### config.mk
export PLATFORM = sky130hd
export DESIGN_NAME = shared_parallel_io_port
export DESIGN_NICKNAME = d
export VERILOG_FILES = /design/src/design/gpio_pkg.sv /design/src/design/shared_parallel_io_port.sv /design/src/design/pad_output_mux.sv
export SDC_FILE = /design/constraint.sdc
export NUM_CORES = 1
export LEC_CHECK = 0
export BUFFER_PORTS_ARGS = -buffer_cell sky130_fd_sc_hd__clkbuf_2
export CORE_AREA = 2 2 166 168
export CTS_BUF_LIST = sky130_fd_sc_hd__clkbuf_4 sky130_fd_sc_hd__clkbuf_8
export CTS_CLUSTER_DIAMETER = 50
export CTS_CLUSTER_SIZE = 14
export DETAILED_ROUTE_END_ITERATION = 10
export DIE_AREA = 0 0 168 170
export PLACE_DENSITY = 0.7
export SLEW_MARGIN = 30
export SYNTH_ARGS = -nofsm -noshare
export SYNTH_HDL_FRONTEND = slang
export SYNTH_SLANG_ARGS = --single-unit
### constraint.sdc
create_clock -name aclk -period 9.2 [get_ports aclk]
set_input_delay 2.3 -clock aclk [delete_from_list [all_inputs] [get_ports aclk]]
set_output_delay 2.3 -clock aclk [all_outputs]
set_load 0.005 [all_outputs]
### src/design/gpio_pkg.sv
// shared constants, register indices and decode helper for the parallel io port
package gpio_pkg;

   // =====================================================
   // register indices (byte address is four times the index)
   localparam logic [9:0] PORT_A_DIR_IDX = 10'h2C0;
   localparam logic [9:0] PORT_A_LEVEL_IDX = 10'h2C2;
   localparam logic [9:0] PORT_A_LAT_IDX = 10'h2C4;
   localparam logic [9:0] PORT_B_DIR_IDX = 10'h2C6;
   localparam logic [9:0] PORT_B_LEVEL_IDX = 10'h2C8;
   localparam logic [9:0] PORT_B_LAT_IDX = 10'h2CB;
   localparam logic [9:0] PORT_C_DIR_IDX = 10'h2CC;
   localparam logic [9:0] PORT_C_LEVEL_IDX = 10'h2CE;
   localparam logic [9:0] PORT_C_LAT_IDX = 10'h2D0;

   // =====================================================
   // implemented bits; direction resets to these, the rest reset to zero
   localparam logic [15:0] PORT_A_MASK = 16'hC600;
   localparam logic [15:0] PORT_B_MASK = 16'hFFFF;
   localparam logic [15:0] PORT_C_MASK = 16'hE00A;
   localparam logic [15:0] LEVEL_RESET = 16'h0000;
   localparam logic [15:0] LAT_RESET = 16'h0000;

   // port whose pins double as analog inputs
   localparam logic [1:0] ANALOG_PORT = 2'h1;

   // =====================================================
   // bus response codes
   localparam logic [1:0] RESP_OKAY = 2'h0;
   localparam logic [1:0] RESP_SLVERR = 2'h2;

   // register kind within a port
   typedef enum logic [1:0] {
      KIND_DIR = 2'b00,
      KIND_LEVEL = 2'b01,
      KIND_LAT = 2'b10
   } kind_type;

   // result of an address decode
   typedef struct packed {
      logic hit;
      logic [1:0] port;
      kind_type kind;
   } decode_type;

   // map a word index onto port and register kind
   function automatic decode_type decode_idx(input logic [9:0] idx);
      decode_type d;
      d = '{hit: 1'b1, port: 2'h0, kind: KIND_DIR};
      if (idx == PORT_A_DIR_IDX) begin
         d.port = 2'h0;
      end else if (idx == PORT_A_LEVEL_IDX) begin
         d.port = 2'h0;
         d.kind = KIND_LEVEL;
      end else if (idx == PORT_A_LAT_IDX) begin
         d.port = 2'h0;
         d.kind = KIND_LAT;
      end else if (idx == PORT_B_DIR_IDX) begin
         d.port = 2'h1;
      end else if (idx == PORT_B_LEVEL_IDX) begin
         d.port = 2'h1;
         d.kind = KIND_LEVEL;
      end else if (idx == PORT_B_LAT_IDX) begin
         d.port = 2'h1;
         d.kind = KIND_LAT;
      end else if (idx == PORT_C_DIR_IDX) begin
         d.port = 2'h2;
      end else if (idx == PORT_C_LEVEL_IDX) begin
         d.port = 2'h2;
         d.kind = KIND_LEVEL;
      end else if (idx == PORT_C_LAT_IDX) begin
         d.port = 2'h2;
         d.kind = KIND_LAT;
      end else begin
         d.hit = 1'b0;
      end
      return d;
   endfunction

endpackage

### src/design/shared_parallel_io_port.sv
// parallel io ports a to c with axi4-lite registers and shared pad control
// Function
// - active peripheral disables port driver, pin readable
// - enabled idle peripheral leaves pin to port
// - direction one is input, zero drives latch
// - reset sets every implemented direction bit
// - latch register reads latch, writes latch
// - level register reads pins, writes latch
// - unimplemented bits disabled and read zero
// - input-only alternates make a dedicated pin
// - peripheral has priority on data and enable
// - analog-configured pins read zero as level
// - digital inputs never routed to converter
// - three word registers per port from base
// - level and latch reset zero, direction set
//
// Added by the designer: the AXI4-Lite register port.
`timescale 1ns/1ps

module shared_parallel_io_port #(
   parameter int NUM_PORTS = 3,
   parameter int PORT_WIDTH = 16,
   parameter logic [NUM_PORTS*PORT_WIDTH-1:0] IMPL_MASK =
      {gpio_pkg::PORT_C_MASK, gpio_pkg::PORT_B_MASK, gpio_pkg::PORT_A_MASK},
   parameter logic [NUM_PORTS*PORT_WIDTH-1:0] DEDICATED_MASK = '0
) (
   input wire logic aclk,
   input wire logic aresetn,
   input wire logic s_axi_awvalid,
   output logic s_axi_awready,
   input wire logic [11:0] s_axi_awaddr,
   input wire logic s_axi_wvalid,
   output logic s_axi_wready,
   input wire logic [31:0] s_axi_wdata,
   input wire logic [3:0] s_axi_wstrb,
   output logic s_axi_bvalid,
   input wire logic s_axi_bready,
   output logic [1:0] s_axi_bresp,
   input wire logic s_axi_arvalid,
   output logic s_axi_arready,
   input wire logic [11:0] s_axi_araddr,
   output logic s_axi_rvalid,
   input wire logic s_axi_rready,
   output logic [31:0] s_axi_rdata,
   output logic [1:0] s_axi_rresp,
   input wire logic [NUM_PORTS*PORT_WIDTH-1:0] pin_in,
   output logic [NUM_PORTS*PORT_WIDTH-1:0] pin_out,
   output logic [NUM_PORTS*PORT_WIDTH-1:0] pin_oe,
   input wire logic [NUM_PORTS*PORT_WIDTH-1:0] periph_en,
   input wire logic [NUM_PORTS*PORT_WIDTH-1:0] periph_drive,
   input wire logic [NUM_PORTS*PORT_WIDTH-1:0] periph_out,
   input wire logic [PORT_WIDTH-1:0] analog_pin_config,
   output logic [PORT_WIDTH-1:0] analog_route
);

   // all pins side by side: port a low, then b, then c
   localparam int W = NUM_PORTS * PORT_WIDTH;

   // =====================================================
   // complete state of the block
   // one register holds everything, so reset and update stay in one place
   typedef struct packed {
      logic [NUM_PORTS-1:0][PORT_WIDTH-1:0] dir; // direction, one is input
      logic [NUM_PORTS-1:0][PORT_WIDTH-1:0] lat; // output latches
      logic [W-1:0] sync1; // first synchroniser stage
      logic [W-1:0] sync2; // sampled pin levels
      logic aw_got; // write address held
      logic [9:0] aw_idx; // held write word index
      logic w_got; // write data held
      logic [PORT_WIDTH-1:0] wdata; // held write data
      logic [1:0] wstrb; // held byte enables
      logic bvalid; // write response pending
      logic [1:0] bresp; // write response code
      logic rvalid; // read data pending
      logic [PORT_WIDTH-1:0] rdata; // read data
      logic [1:0] rresp; // read response code
   } state_type;

   state_type s_r; // registered state
   state_type s_nxt; // next state
   gpio_pkg::decode_type wr_dec; // decode of held write address
   gpio_pkg::decode_type rd_dec; // decode of read address
   logic wr_fire; // write committed this cycle
   logic rd_take; // read address taken this cycle
   logic [PORT_WIDTH-1:0] merged; // byte-merged write value
   logic [PORT_WIDTH-1:0] port_mask; // implemented bits of write port
   logic [PORT_WIDTH-1:0] rd_mask; // implemented bits of read port
   logic [PORT_WIDTH-1:0] rd_level; // visible pin levels of read port
   logic [W-1:0] dir_flat; // flattened direction
   logic [W-1:0] lat_flat; // flattened latches
   logic [W-1:0] dir_pad; // direction seen by the pads

   // =====================================================
   // bus handshakes; one write and one read at a time
   // a write commits once both halves are held, a read answers on the next edge
   // readies depend on registers alone, so no valid-to-ready loop exists
   assign s_axi_awready = !s_r.aw_got && !s_r.bvalid;
   assign s_axi_wready = !s_r.w_got && !s_r.bvalid;
   assign s_axi_arready = !s_r.rvalid;
   assign s_axi_bvalid = s_r.bvalid;
   assign s_axi_bresp = s_r.bresp;
   assign s_axi_rvalid = s_r.rvalid;
   assign s_axi_rdata = {16'h0000, s_r.rdata};
   assign s_axi_rresp = s_r.rresp;
   assign wr_fire = s_r.aw_got && s_r.w_got;
   assign rd_take = s_axi_arvalid && s_axi_arready;
   assign wr_dec = gpio_pkg::decode_idx(s_r.aw_idx);
   assign rd_dec = gpio_pkg::decode_idx(s_axi_araddr[11:2]);
   assign dir_flat = s_r.dir;
   assign lat_flat = s_r.lat;
   // pins that do not exist stay inputs so the port never drives their pad
   assign dir_pad = dir_flat | ~IMPL_MASK;

   // =====================================================
   // converter sees only pins configured as analog
   // only port b pins double as converter inputs
   assign analog_route = analog_pin_config;

   // =====================================================
   // pad ownership
   // a driving peripheral wins data and enable; dedicated pins follow the port
   pad_output_mux #(
      .WIDTH(W)
   ) u_pad_mux (
      .port_dir(dir_pad),
      .port_lat(lat_flat),
      .periph_en(periph_en),
      .periph_drive(periph_drive),
      .periph_out(periph_out),
      .dedicated(DEDICATED_MASK),
      .pad_out(pin_out),
      .pad_oe(pin_oe)
   );

   // =====================================================
   // next-state logic
   always_comb begin
      s_nxt = s_r;
      port_mask = IMPL_MASK[wr_dec.port*PORT_WIDTH +: PORT_WIDTH];
      rd_mask = IMPL_MASK[rd_dec.port*PORT_WIDTH +: PORT_WIDTH];
      // sampled levels, implemented bits only; analog pins read low
      rd_level = s_r.sync2[rd_dec.port*PORT_WIDTH +: PORT_WIDTH] & rd_mask;
      if (rd_dec.port == gpio_pkg::ANALOG_PORT) begin
         rd_level = rd_level & ~analog_pin_config;
      end
      // byte lane merge of held write data
      merged = s_r.wdata;
      if (wr_dec.hit) begin
         if (!s_r.wstrb[0]) begin
            merged[7:0] = (wr_dec.kind == gpio_pkg::KIND_DIR) ? s_r.dir[wr_dec.port][7:0]
                                                              : s_r.lat[wr_dec.port][7:0];
         end
         if (!s_r.wstrb[1]) begin
            merged[15:8] = (wr_dec.kind == gpio_pkg::KIND_DIR) ? s_r.dir[wr_dec.port][15:8]
                                                               : s_r.lat[wr_dec.port][15:8];
         end
      end
      // two-stage pin synchroniser
      // a level read therefore shows a pad change two edges late
      s_nxt.sync1 = pin_in;
      s_nxt.sync2 = s_r.sync1;
      // capture write address and data in either order
      if (s_axi_awvalid && s_axi_awready) begin
         s_nxt.aw_got = 1'b1;
         s_nxt.aw_idx = s_axi_awaddr[11:2];
      end
      if (s_axi_wvalid && s_axi_wready) begin
         s_nxt.w_got = 1'b1;
         s_nxt.wdata = s_axi_wdata[15:0];
         s_nxt.wstrb = s_axi_wstrb[1:0];
      end
      // commit the write once both halves are held
      if (wr_fire) begin
         s_nxt.aw_got = 1'b0;
         s_nxt.w_got = 1'b0;
         s_nxt.bvalid = 1'b1;
         s_nxt.bresp = wr_dec.hit ? gpio_pkg::RESP_OKAY : gpio_pkg::RESP_SLVERR;
         if (wr_dec.hit) begin
            case (wr_dec.kind)
               gpio_pkg::KIND_DIR: begin
                  s_nxt.dir[wr_dec.port] = merged & port_mask;
               end
               gpio_pkg::KIND_LEVEL: begin
                  s_nxt.lat[wr_dec.port] = merged & port_mask;
               end
               default: begin
                  s_nxt.lat[wr_dec.port] = merged & port_mask;
               end
            endcase
         end
      end else if (s_r.bvalid && s_axi_bready) begin
         s_nxt.bvalid = 1'b0;
      end
      // read data from the registered state
      if (rd_take) begin
         s_nxt.rvalid = 1'b1;
         s_nxt.rresp = rd_dec.hit ? gpio_pkg::RESP_OKAY : gpio_pkg::RESP_SLVERR;
         if (!rd_dec.hit) begin
            s_nxt.rdata = '0;
         end else if (rd_dec.kind == gpio_pkg::KIND_DIR) begin
            s_nxt.rdata = s_r.dir[rd_dec.port];
         end else if (rd_dec.kind == gpio_pkg::KIND_LEVEL) begin
            s_nxt.rdata = rd_level;
         end else begin
            s_nxt.rdata = s_r.lat[rd_dec.port];
         end
      end else if (s_r.rvalid && s_axi_rready) begin
         s_nxt.rvalid = 1'b0;
      end
   end

   // =====================================================
   // state register with synchronous reset
   // direction is overwritten with the mask so every real pin starts as input
   always_ff @(posedge aclk) begin
      if (!aresetn) begin
         s_r <= '0;
         s_r.dir <= IMPL_MASK;
      end else begin
         s_r <= s_nxt;
      end
   end

   logic [W-1:0] own_chk; // pins a peripheral currently owns
   assign own_chk = periph_en & periph_drive & ~DEDICATED_MASK;
endmodule

### src/design/pad_output_mux.sv
// per-pin output ownership multiplexers between peripheral and port latch
`timescale 1ns/1ps

module pad_output_mux #(
   parameter int WIDTH = 48
) (
   input wire logic [WIDTH-1:0] port_dir,
   input wire logic [WIDTH-1:0] port_lat,
   input wire logic [WIDTH-1:0] periph_en,
   input wire logic [WIDTH-1:0] periph_drive,
   input wire logic [WIDTH-1:0] periph_out,
   input wire logic [WIDTH-1:0] dedicated,
   output logic [WIDTH-1:0] pad_out,
   output logic [WIDTH-1:0] pad_oe
);

   // =====================================================
   // one data mux and one enable mux per pin
   genvar i;
   generate
      for (i = 0; i < WIDTH; i++) begin : g_pin
         logic periph_owns; // peripheral has taken the pad
         // input-only alternates never compete for the pad
         assign periph_owns = periph_en[i] & periph_drive[i] & ~dedicated[i];
         // peripheral wins data and enable; else latch drives when direction is clear
         assign pad_out[i] = periph_owns ? periph_out[i] : port_lat[i];
         assign pad_oe[i] = periph_owns ? 1'b1 : ~port_dir[i];
      end
   endgenerate

endmodule

==> results_dict.tcl, run 1 <==
set metrics [dict create \
    outcome "complete, no violations" \
    layout_commonest_cell "clkbuf_2" \
    finalHoldViolations 0 \
    crit_path_max_incr_delay_ns 0.35 \
    clkLatencyLatePin_ns 0.57 \
    crit_required_ns 6.90 \
    tightest_slew_ns 1.055 \
    drive_gt1_share_pct 31.89 \
    utilization_pct 50.91 \
    placement.io_buffers 385 \
    root_buffer "clkbuf_8" \
    rows 60 \
    finalMaxSlewViolations 0 \
    h-tree-depth 1 \
    post-place-cells 1937 \
    cts-buffers-inserted 25 \
    initial_core_util_pct 43.10 \
    antennaDiodeCount 0 \
    final_cell_mix "clkbuf_2, dfxtp_1, nand2_1" \
    leakage_nw 5.986 \
    postSynth.asyncResetShare_pct 0 \
    power_switching_mw 0.5161 \
    final_cells 1978 \
    gp_congestion 0.8425 \
    final.setup.tns_ns 0 \
    crit_path_top_delay_cell "mux2_2" \
    grt_pass1_wl_um 55450 \
    path_clk_slew_ns 0.08 \
    grt_pass1_vias 10249 \
    die_area_um2 28560 \
    path_class "input pin to output pin" \
    path_delay_family "multiplexers" \
    drtIter0Drc 833 \
    ios 428 \
    core_um2 26650 \
    avgViaCountPerCell 5.551 \
    cp.arrival_ns 3.06 \
    max-vdd-ir-drop_uv 71.28 \
    power_mw 1.991 \
    drc 0 \
    grt_max_degree 78 \
    cap_viol_max_count 0 \
    synth_edf_count 0 \
    syn_area_um2 11490 \
    setup_viol 0 \
    areaGrowthSynthToFinish_pct 18.12 \
    path_cells "clkbuf_2 -> and2_1 -> mux2_2 -> clkbuf_2" \
    synthFlopType "dfxtp_1" \
    antenna_left 0 \
    yosys_warnings 0 \
    vias 10980 \
    cts_buffer_depth 3 \
    clock_skew_ns 0.01698 \
    grt_setup_unrepaired "no" \
    synth_cell_types 75 \
    ctsResizeCount 0 \
    drt_first_pass_iters 7 \
    drt-total-wl_um 37380 \
    critPathLaunchType "input pin" \
    antenna_found_initial 0 \
    min_path_type "register to register" \
    power_frac_comb_pct 10.8 \
    fin_crit_sh_pct 58.21 \
    chipWidth_um 168 \
    power_frac_seq_pct 53.9 \
    num-nets-final 1904 \
    end_kind "output pin" \
    swShare_pct 25.92 \
    wire_per_inst_um 18.90 \
    crit_buf_inv 2 \
    fin_ws_ns 3.845 \
    seq_area_frac_synth_pct 41.48 \
    cp_common_cell "clkbuf_2" \
    hpwl_um 27280 \
    synthCells 1343 \
    cts_tree "yes" \
    pre_cts_ws_ns 3.803 \
    syn_avg_cell_area_um2 8.553 \
    cts_hold_buf 0 \
    powerDensity_nw_per_um2 146.8 \
    intPower_mw 1.475 \
    grtUsageTotal_pct 24.78 \
    period_needed_ns 5.355 \
    grt_overflow_total 0 \
    crit_fanout 2 \
    max-slew-margin-rel_pct 29.43 \
    fp.dieH_um 170 \
    fmax_ghz 0.1867 \
    p_clk_share_pct 35.4 \
    cts_sinks 238 \
    synth-seq-cells 238 \
    cts_setup_buffers 0 \
]
==> per-stage QoR <==
step / hold WS (ns) / cell area [um^2]
CTS: 0.4362 / 13570
finish: 0.4356 / 13570
global placement: 0.4137 / 13040
global route: 0.4378 / 13570
detailed placement: 0.4185 / 13070
floorplan: 0.4119 / 11550
==> cells in the mapped netlist, types with 9 or more instances <==
library cell,n,share of area [%]
a211oi_1,50,3.3
a21o_1,9,0.59
a21oi_1,64,2.8
and2_1,119,6.5
and3_1,38,2.1
buf_2,19,0.83
buf_4,81,5.3
clkbuf_1,49,1.6
dfxtp_1,238,41
mux2_2,51,5.0
mux2i_1,13,1.1
nand2_1,207,6.8
nand3_1,23,1.0
nor2_1,51,1.7
nor3_1,15,0.65
o21ai_0,76,3.3
o21ai_1,13,0.57
o22a_1,9,0.69
o22ai_1,54,2.9
o2bb2ai_1,13,0.99
or3_1,14,0.76
or4_4,11,1.1
==> power groups by stage <==
stage	registers (mW)	clock network [mW]	logic, mW
floorplan	1.09	0	0.133
global placement	1.10	0	0.212
detailed placement	1.10	0	0.215
CTS	1.07	0.720	0.216
global route	1.08	0.765	0.237
finish	1.07	0.704	0.215
==> cells by family after synthesis <==
kind of cell    count (synthesis)  synth area share (%)
buf+inv                       166                 8.486
other cells                     1               0.03265
flops                         238                 41.48
fa+ha+maj                       6                0.6536
mux                            64                 6.133
xor+xnor                        4                0.3051
simple gates                  522                 23.68
compound gates                342                 19.23
==> worst paths after layout <==
kind                                    from            to  slack, ns  depth (start not counted)
worst min register to register     s_nxt[75]       s_r[75]       0.44                          1
worst min-delay path               s_nxt[75]       s_r[75]       0.44                          1
worst max register to register       s_r[42]  lat_flat[21]       5.58                          6
worst max-delay path            periph_en[0]    pin_out[0]       3.84                          4
==> registers in the layout, indices dropped and copies added (netlist names) <==
name and flops:
s_r 76, dir_flat 48, lat_flat 48, s_nxt 46, s_axi_rdata 16, s_axi_bresp 1
s_axi_bvalid 1, s_axi_rresp 1, s_axi_rvalid 1
==> layout make-up <==
cell class,instances,area [um^2]
fill,2628,13080
multi-input combinational,956,5834
sequential,238,4765
timing repair buffer,393,2009
tap,341,426.7
clock buffer,28,372.9
clock inverter,13,125.1
inverter,9,33.78
==> routing by layer <==
layer	vias up	share of wire (%)	global-route usage [%]
met1	5139	40	29.79
met4	0	3.3	9.452
met2	525	50	44.57
met3	86	7.6	3.814
met5	-	0	0
li1	5230	-	-
(Power assumes the default switching activity.)
==> run 2: changes to the inputs <==
--- a/config.mk
+++ b/config.mk
@@ -6,13 +6,13 @@
 export NUM_CORES = 1
 export LEC_CHECK = 0
 export BUFFER_PORTS_ARGS = -buffer_cell sky130_fd_sc_hd__clkbuf_2
-export CORE_AREA = 2 2 166 168
+export CORE_AREA = 2 2 167 169
 export CTS_BUF_LIST = sky130_fd_sc_hd__clkbuf_4 sky130_fd_sc_hd__clkbuf_8
 export CTS_CLUSTER_DIAMETER = 50
 export CTS_CLUSTER_SIZE = 14
 export DETAILED_ROUTE_END_ITERATION = 10
-export DIE_AREA = 0 0 168 170
-export PLACE_DENSITY = 0.7
+export DIE_AREA = 0 0 169 171
+export PLACE_DENSITY = 0.69
 export SLEW_MARGIN = 30
 export SYNTH_ARGS = -nofsm -noshare
 export SYNTH_HDL_FRONTEND = slang
==> constraint.sdc (replaced) <==
create_clock -name aclk -period 5.4 [get_ports aclk]
set_input_delay 1.35 -clock aclk [delete_from_list [all_inputs] [get_ports aclk]]
set_output_delay 1.35 -clock aclk [all_outputs]
set_load 0.005 [all_outputs]
==> run 2 against run 1 <==
Compared with the run above:
- critical path depth increased by 6
- global-route usage fell by 0.35 points
- sequential share of layout area is 0.22 points lower
- power grew 75%
- sequential power is 71% higher
- clock skew fell by 0.0030 ns
- clock power grew 85%
- non-clock buffer count up 3
- design area increased by 0.63%
- combinational power is 70% higher
==> results_dict.tcl, run 2 (synthesis results as in run 1) <==
set metrics [dict create \
    period_needed_ns 3.730 \
    areaGrowthSynthToFinish_pct 18.86 \
    largest_reg_flops 76 \
    path_class "input pin to register" \
    power_mw 3.493 \
    rows 61 \
    drt-total-wl_um 36970 \
    avgViaCountPerCell 5.527 \
    critPathLaunchType "input pin" \
    drive_gt1_share_pct 32.03 \
    powerDensity_nw_per_um2 255.9 \
    ios 428 \
    max-vdd-ir-drop_uv 113.9 \
    cp.arrival_ns 4.18 \
    crit_path_start "s_axi_araddr[4]" \
    antenna_found_initial 0 \
    hp-start "s_nxt[62]" \
    grt_max_degree 76 \
    crit_path_top_delay_cell "or2_2" \
    cts-buffers-inserted 26 \
    outcome "complete, no violations" \
    fin_crit_sh_pct 69.07 \
    fillers 2696 \
    grt_overflow_total 0 \
    placement.io_buffers 385 \
    cts_setup_buffers 0 \
    drt_first_pass_iters 6 \
    path_cells "clkbuf_2 -> nand2_1 -> or2_2 -> a21o_1 -> buf_4 -> or2_2 -> ha_1 -> nand2_1 -> nor3_1 -> or3_1" \
    fmax_ghz 0.2681 \
    num-nets-final 1908 \
    antennaDiodeCount 0 \
    h-tree-depth 1 \
    cts_tree "yes" \
    antenna_left 0 \
    final_cells 1988 \
    core_um2 27320 \
    grt_pass1_vias 10372 \
    post-place-cells 1944 \
    final_cell_mix "clkbuf_2, dfxtp_1, nand2_1" \
    crit_fanout 31 \
    finalMaxSlewViolations 0 \
    crit_required_ns 5.85 \
    drtIter0Drc 776 \
    leakage_nw 6.016 \
    largest-register "s_r" \
    root_buffer "clkbuf_8" \
    setup_viol 0 \
    layout_commonest_cell "clkbuf_2" \
    max-slew-margin-rel_pct 29.95 \
    final.setup.tns_ns 0 \
    vias 10987 \
    chipWidth_um 169 \
    min_path_type "register to register" \
    ctsResizeCount 0 \
    drc 0 \
    fp.dieH_um 171 \
    tightest_slew_ns 1.048 \
    clock_skew_ns 0.01395 \
    gp_congestion 0.8931 \
    rr_startpoint "s_r[43]" \
    initial_core_util_pct 42.04 \
    clkLatencyLatePin_ns 0.57 \
    cts_buffer_depth 3 \
    grt_setup_unrepaired "no" \
    path_clk_slew_ns 0.08 \
    finalHoldViolations 0 \
    end_kind "register" \
    cts_hold_buf 0 \
    hpwl_um 26920 \
    cts_sinks 238 \
    cap_viol_max_count 0 \
    wire_per_inst_um 18.60 \
    grt_pass1_wl_um 55130 \
    crit_path_max_incr_delay_ns 0.60 \
    die_area_um2 28900 \
    grtUsageTotal_pct 24.43 \
]
==> run 2: final timing paths <==
path | to | slack (ns) | cells after the start
setup / recovery | s_axi_rdata[6] | 1.67 | 10
hold / removal | s_r[62] | 0.43 | 1
setup reg to reg | lat_flat[18] | 1.73 | 8
hold reg to reg | s_r[62] | 0.43 | 1
==> run 2: cell type report <==
| class | instances | area (um^2) | area share, % |
|---|---|---|---|
| clock buffer | 29 | 392.9 | 2.878 |
| clock inverter | 14 | 163.9 | 1.201 |
| tap | 346 | 432.9 | 3.171 |
| sequential | 238 | 4765 | 34.90 |
| inverter | 9 | 33.78 | 0.2475 |
| multi-input combinational | 956 | 5832 | 42.72 |
| timing repair buffer | 396 | 2032 | 14.88 |
==> run 2: critical path, delay by kind of cell <==
| kind | cells | cell delay (ns) |
|---|---|---|
| buffers and inverters | 2 | 0.45 |
| adder cells (fa/ha/maj) | 1 | 0.42 |
| AO/OA/AOI/OAI | 1 | 0.18 |
| AND/OR/NAND/NOR | 6 | 1.75 |
==> run 2: where the power goes <==
part / switching [mW] / internal (mW)
Sequential: 0.0240 / 1.80
Combinational: 0.185 / 0.181
Clock: 0.693 / 0.608
==> run 2: through the flow <==
| stage | area, um^2 | hold slack (ns) | util [%] | setup slack, ns |
|---|---|---|---|---|
| after floorplan | 11550 | 0.4119 | - | 1.641 |
| after global placement | 13070 | 0.4153 | 47.82 | 1.182 |
| after detailed placement | 13070 | 0.4199 | 47.82 | 1.146 |
| after CTS | 13620 | 0.4303 | 49.86 | 1.759 |
| after global routing | 13650 | 0.4532 | 49.96 | 1.578 |
| final | 13650 | 0.4274 | 49.96 | 1.670 |
==> run 2: per-layer routing <==
metal / vias up / share of wire [%] / routed length (um) / track usage [%]
li1: 5245 / - / - / -
met1: 5083 / 39 / 14420 / 29.13
met2: 556 / 49 / 17960 / 43.35
met3: 103 / 8.2 / 3036 / 3.771
met4: 0 / 4.2 / 1547 / 11.22
met5: - / 0 / 0 / 0
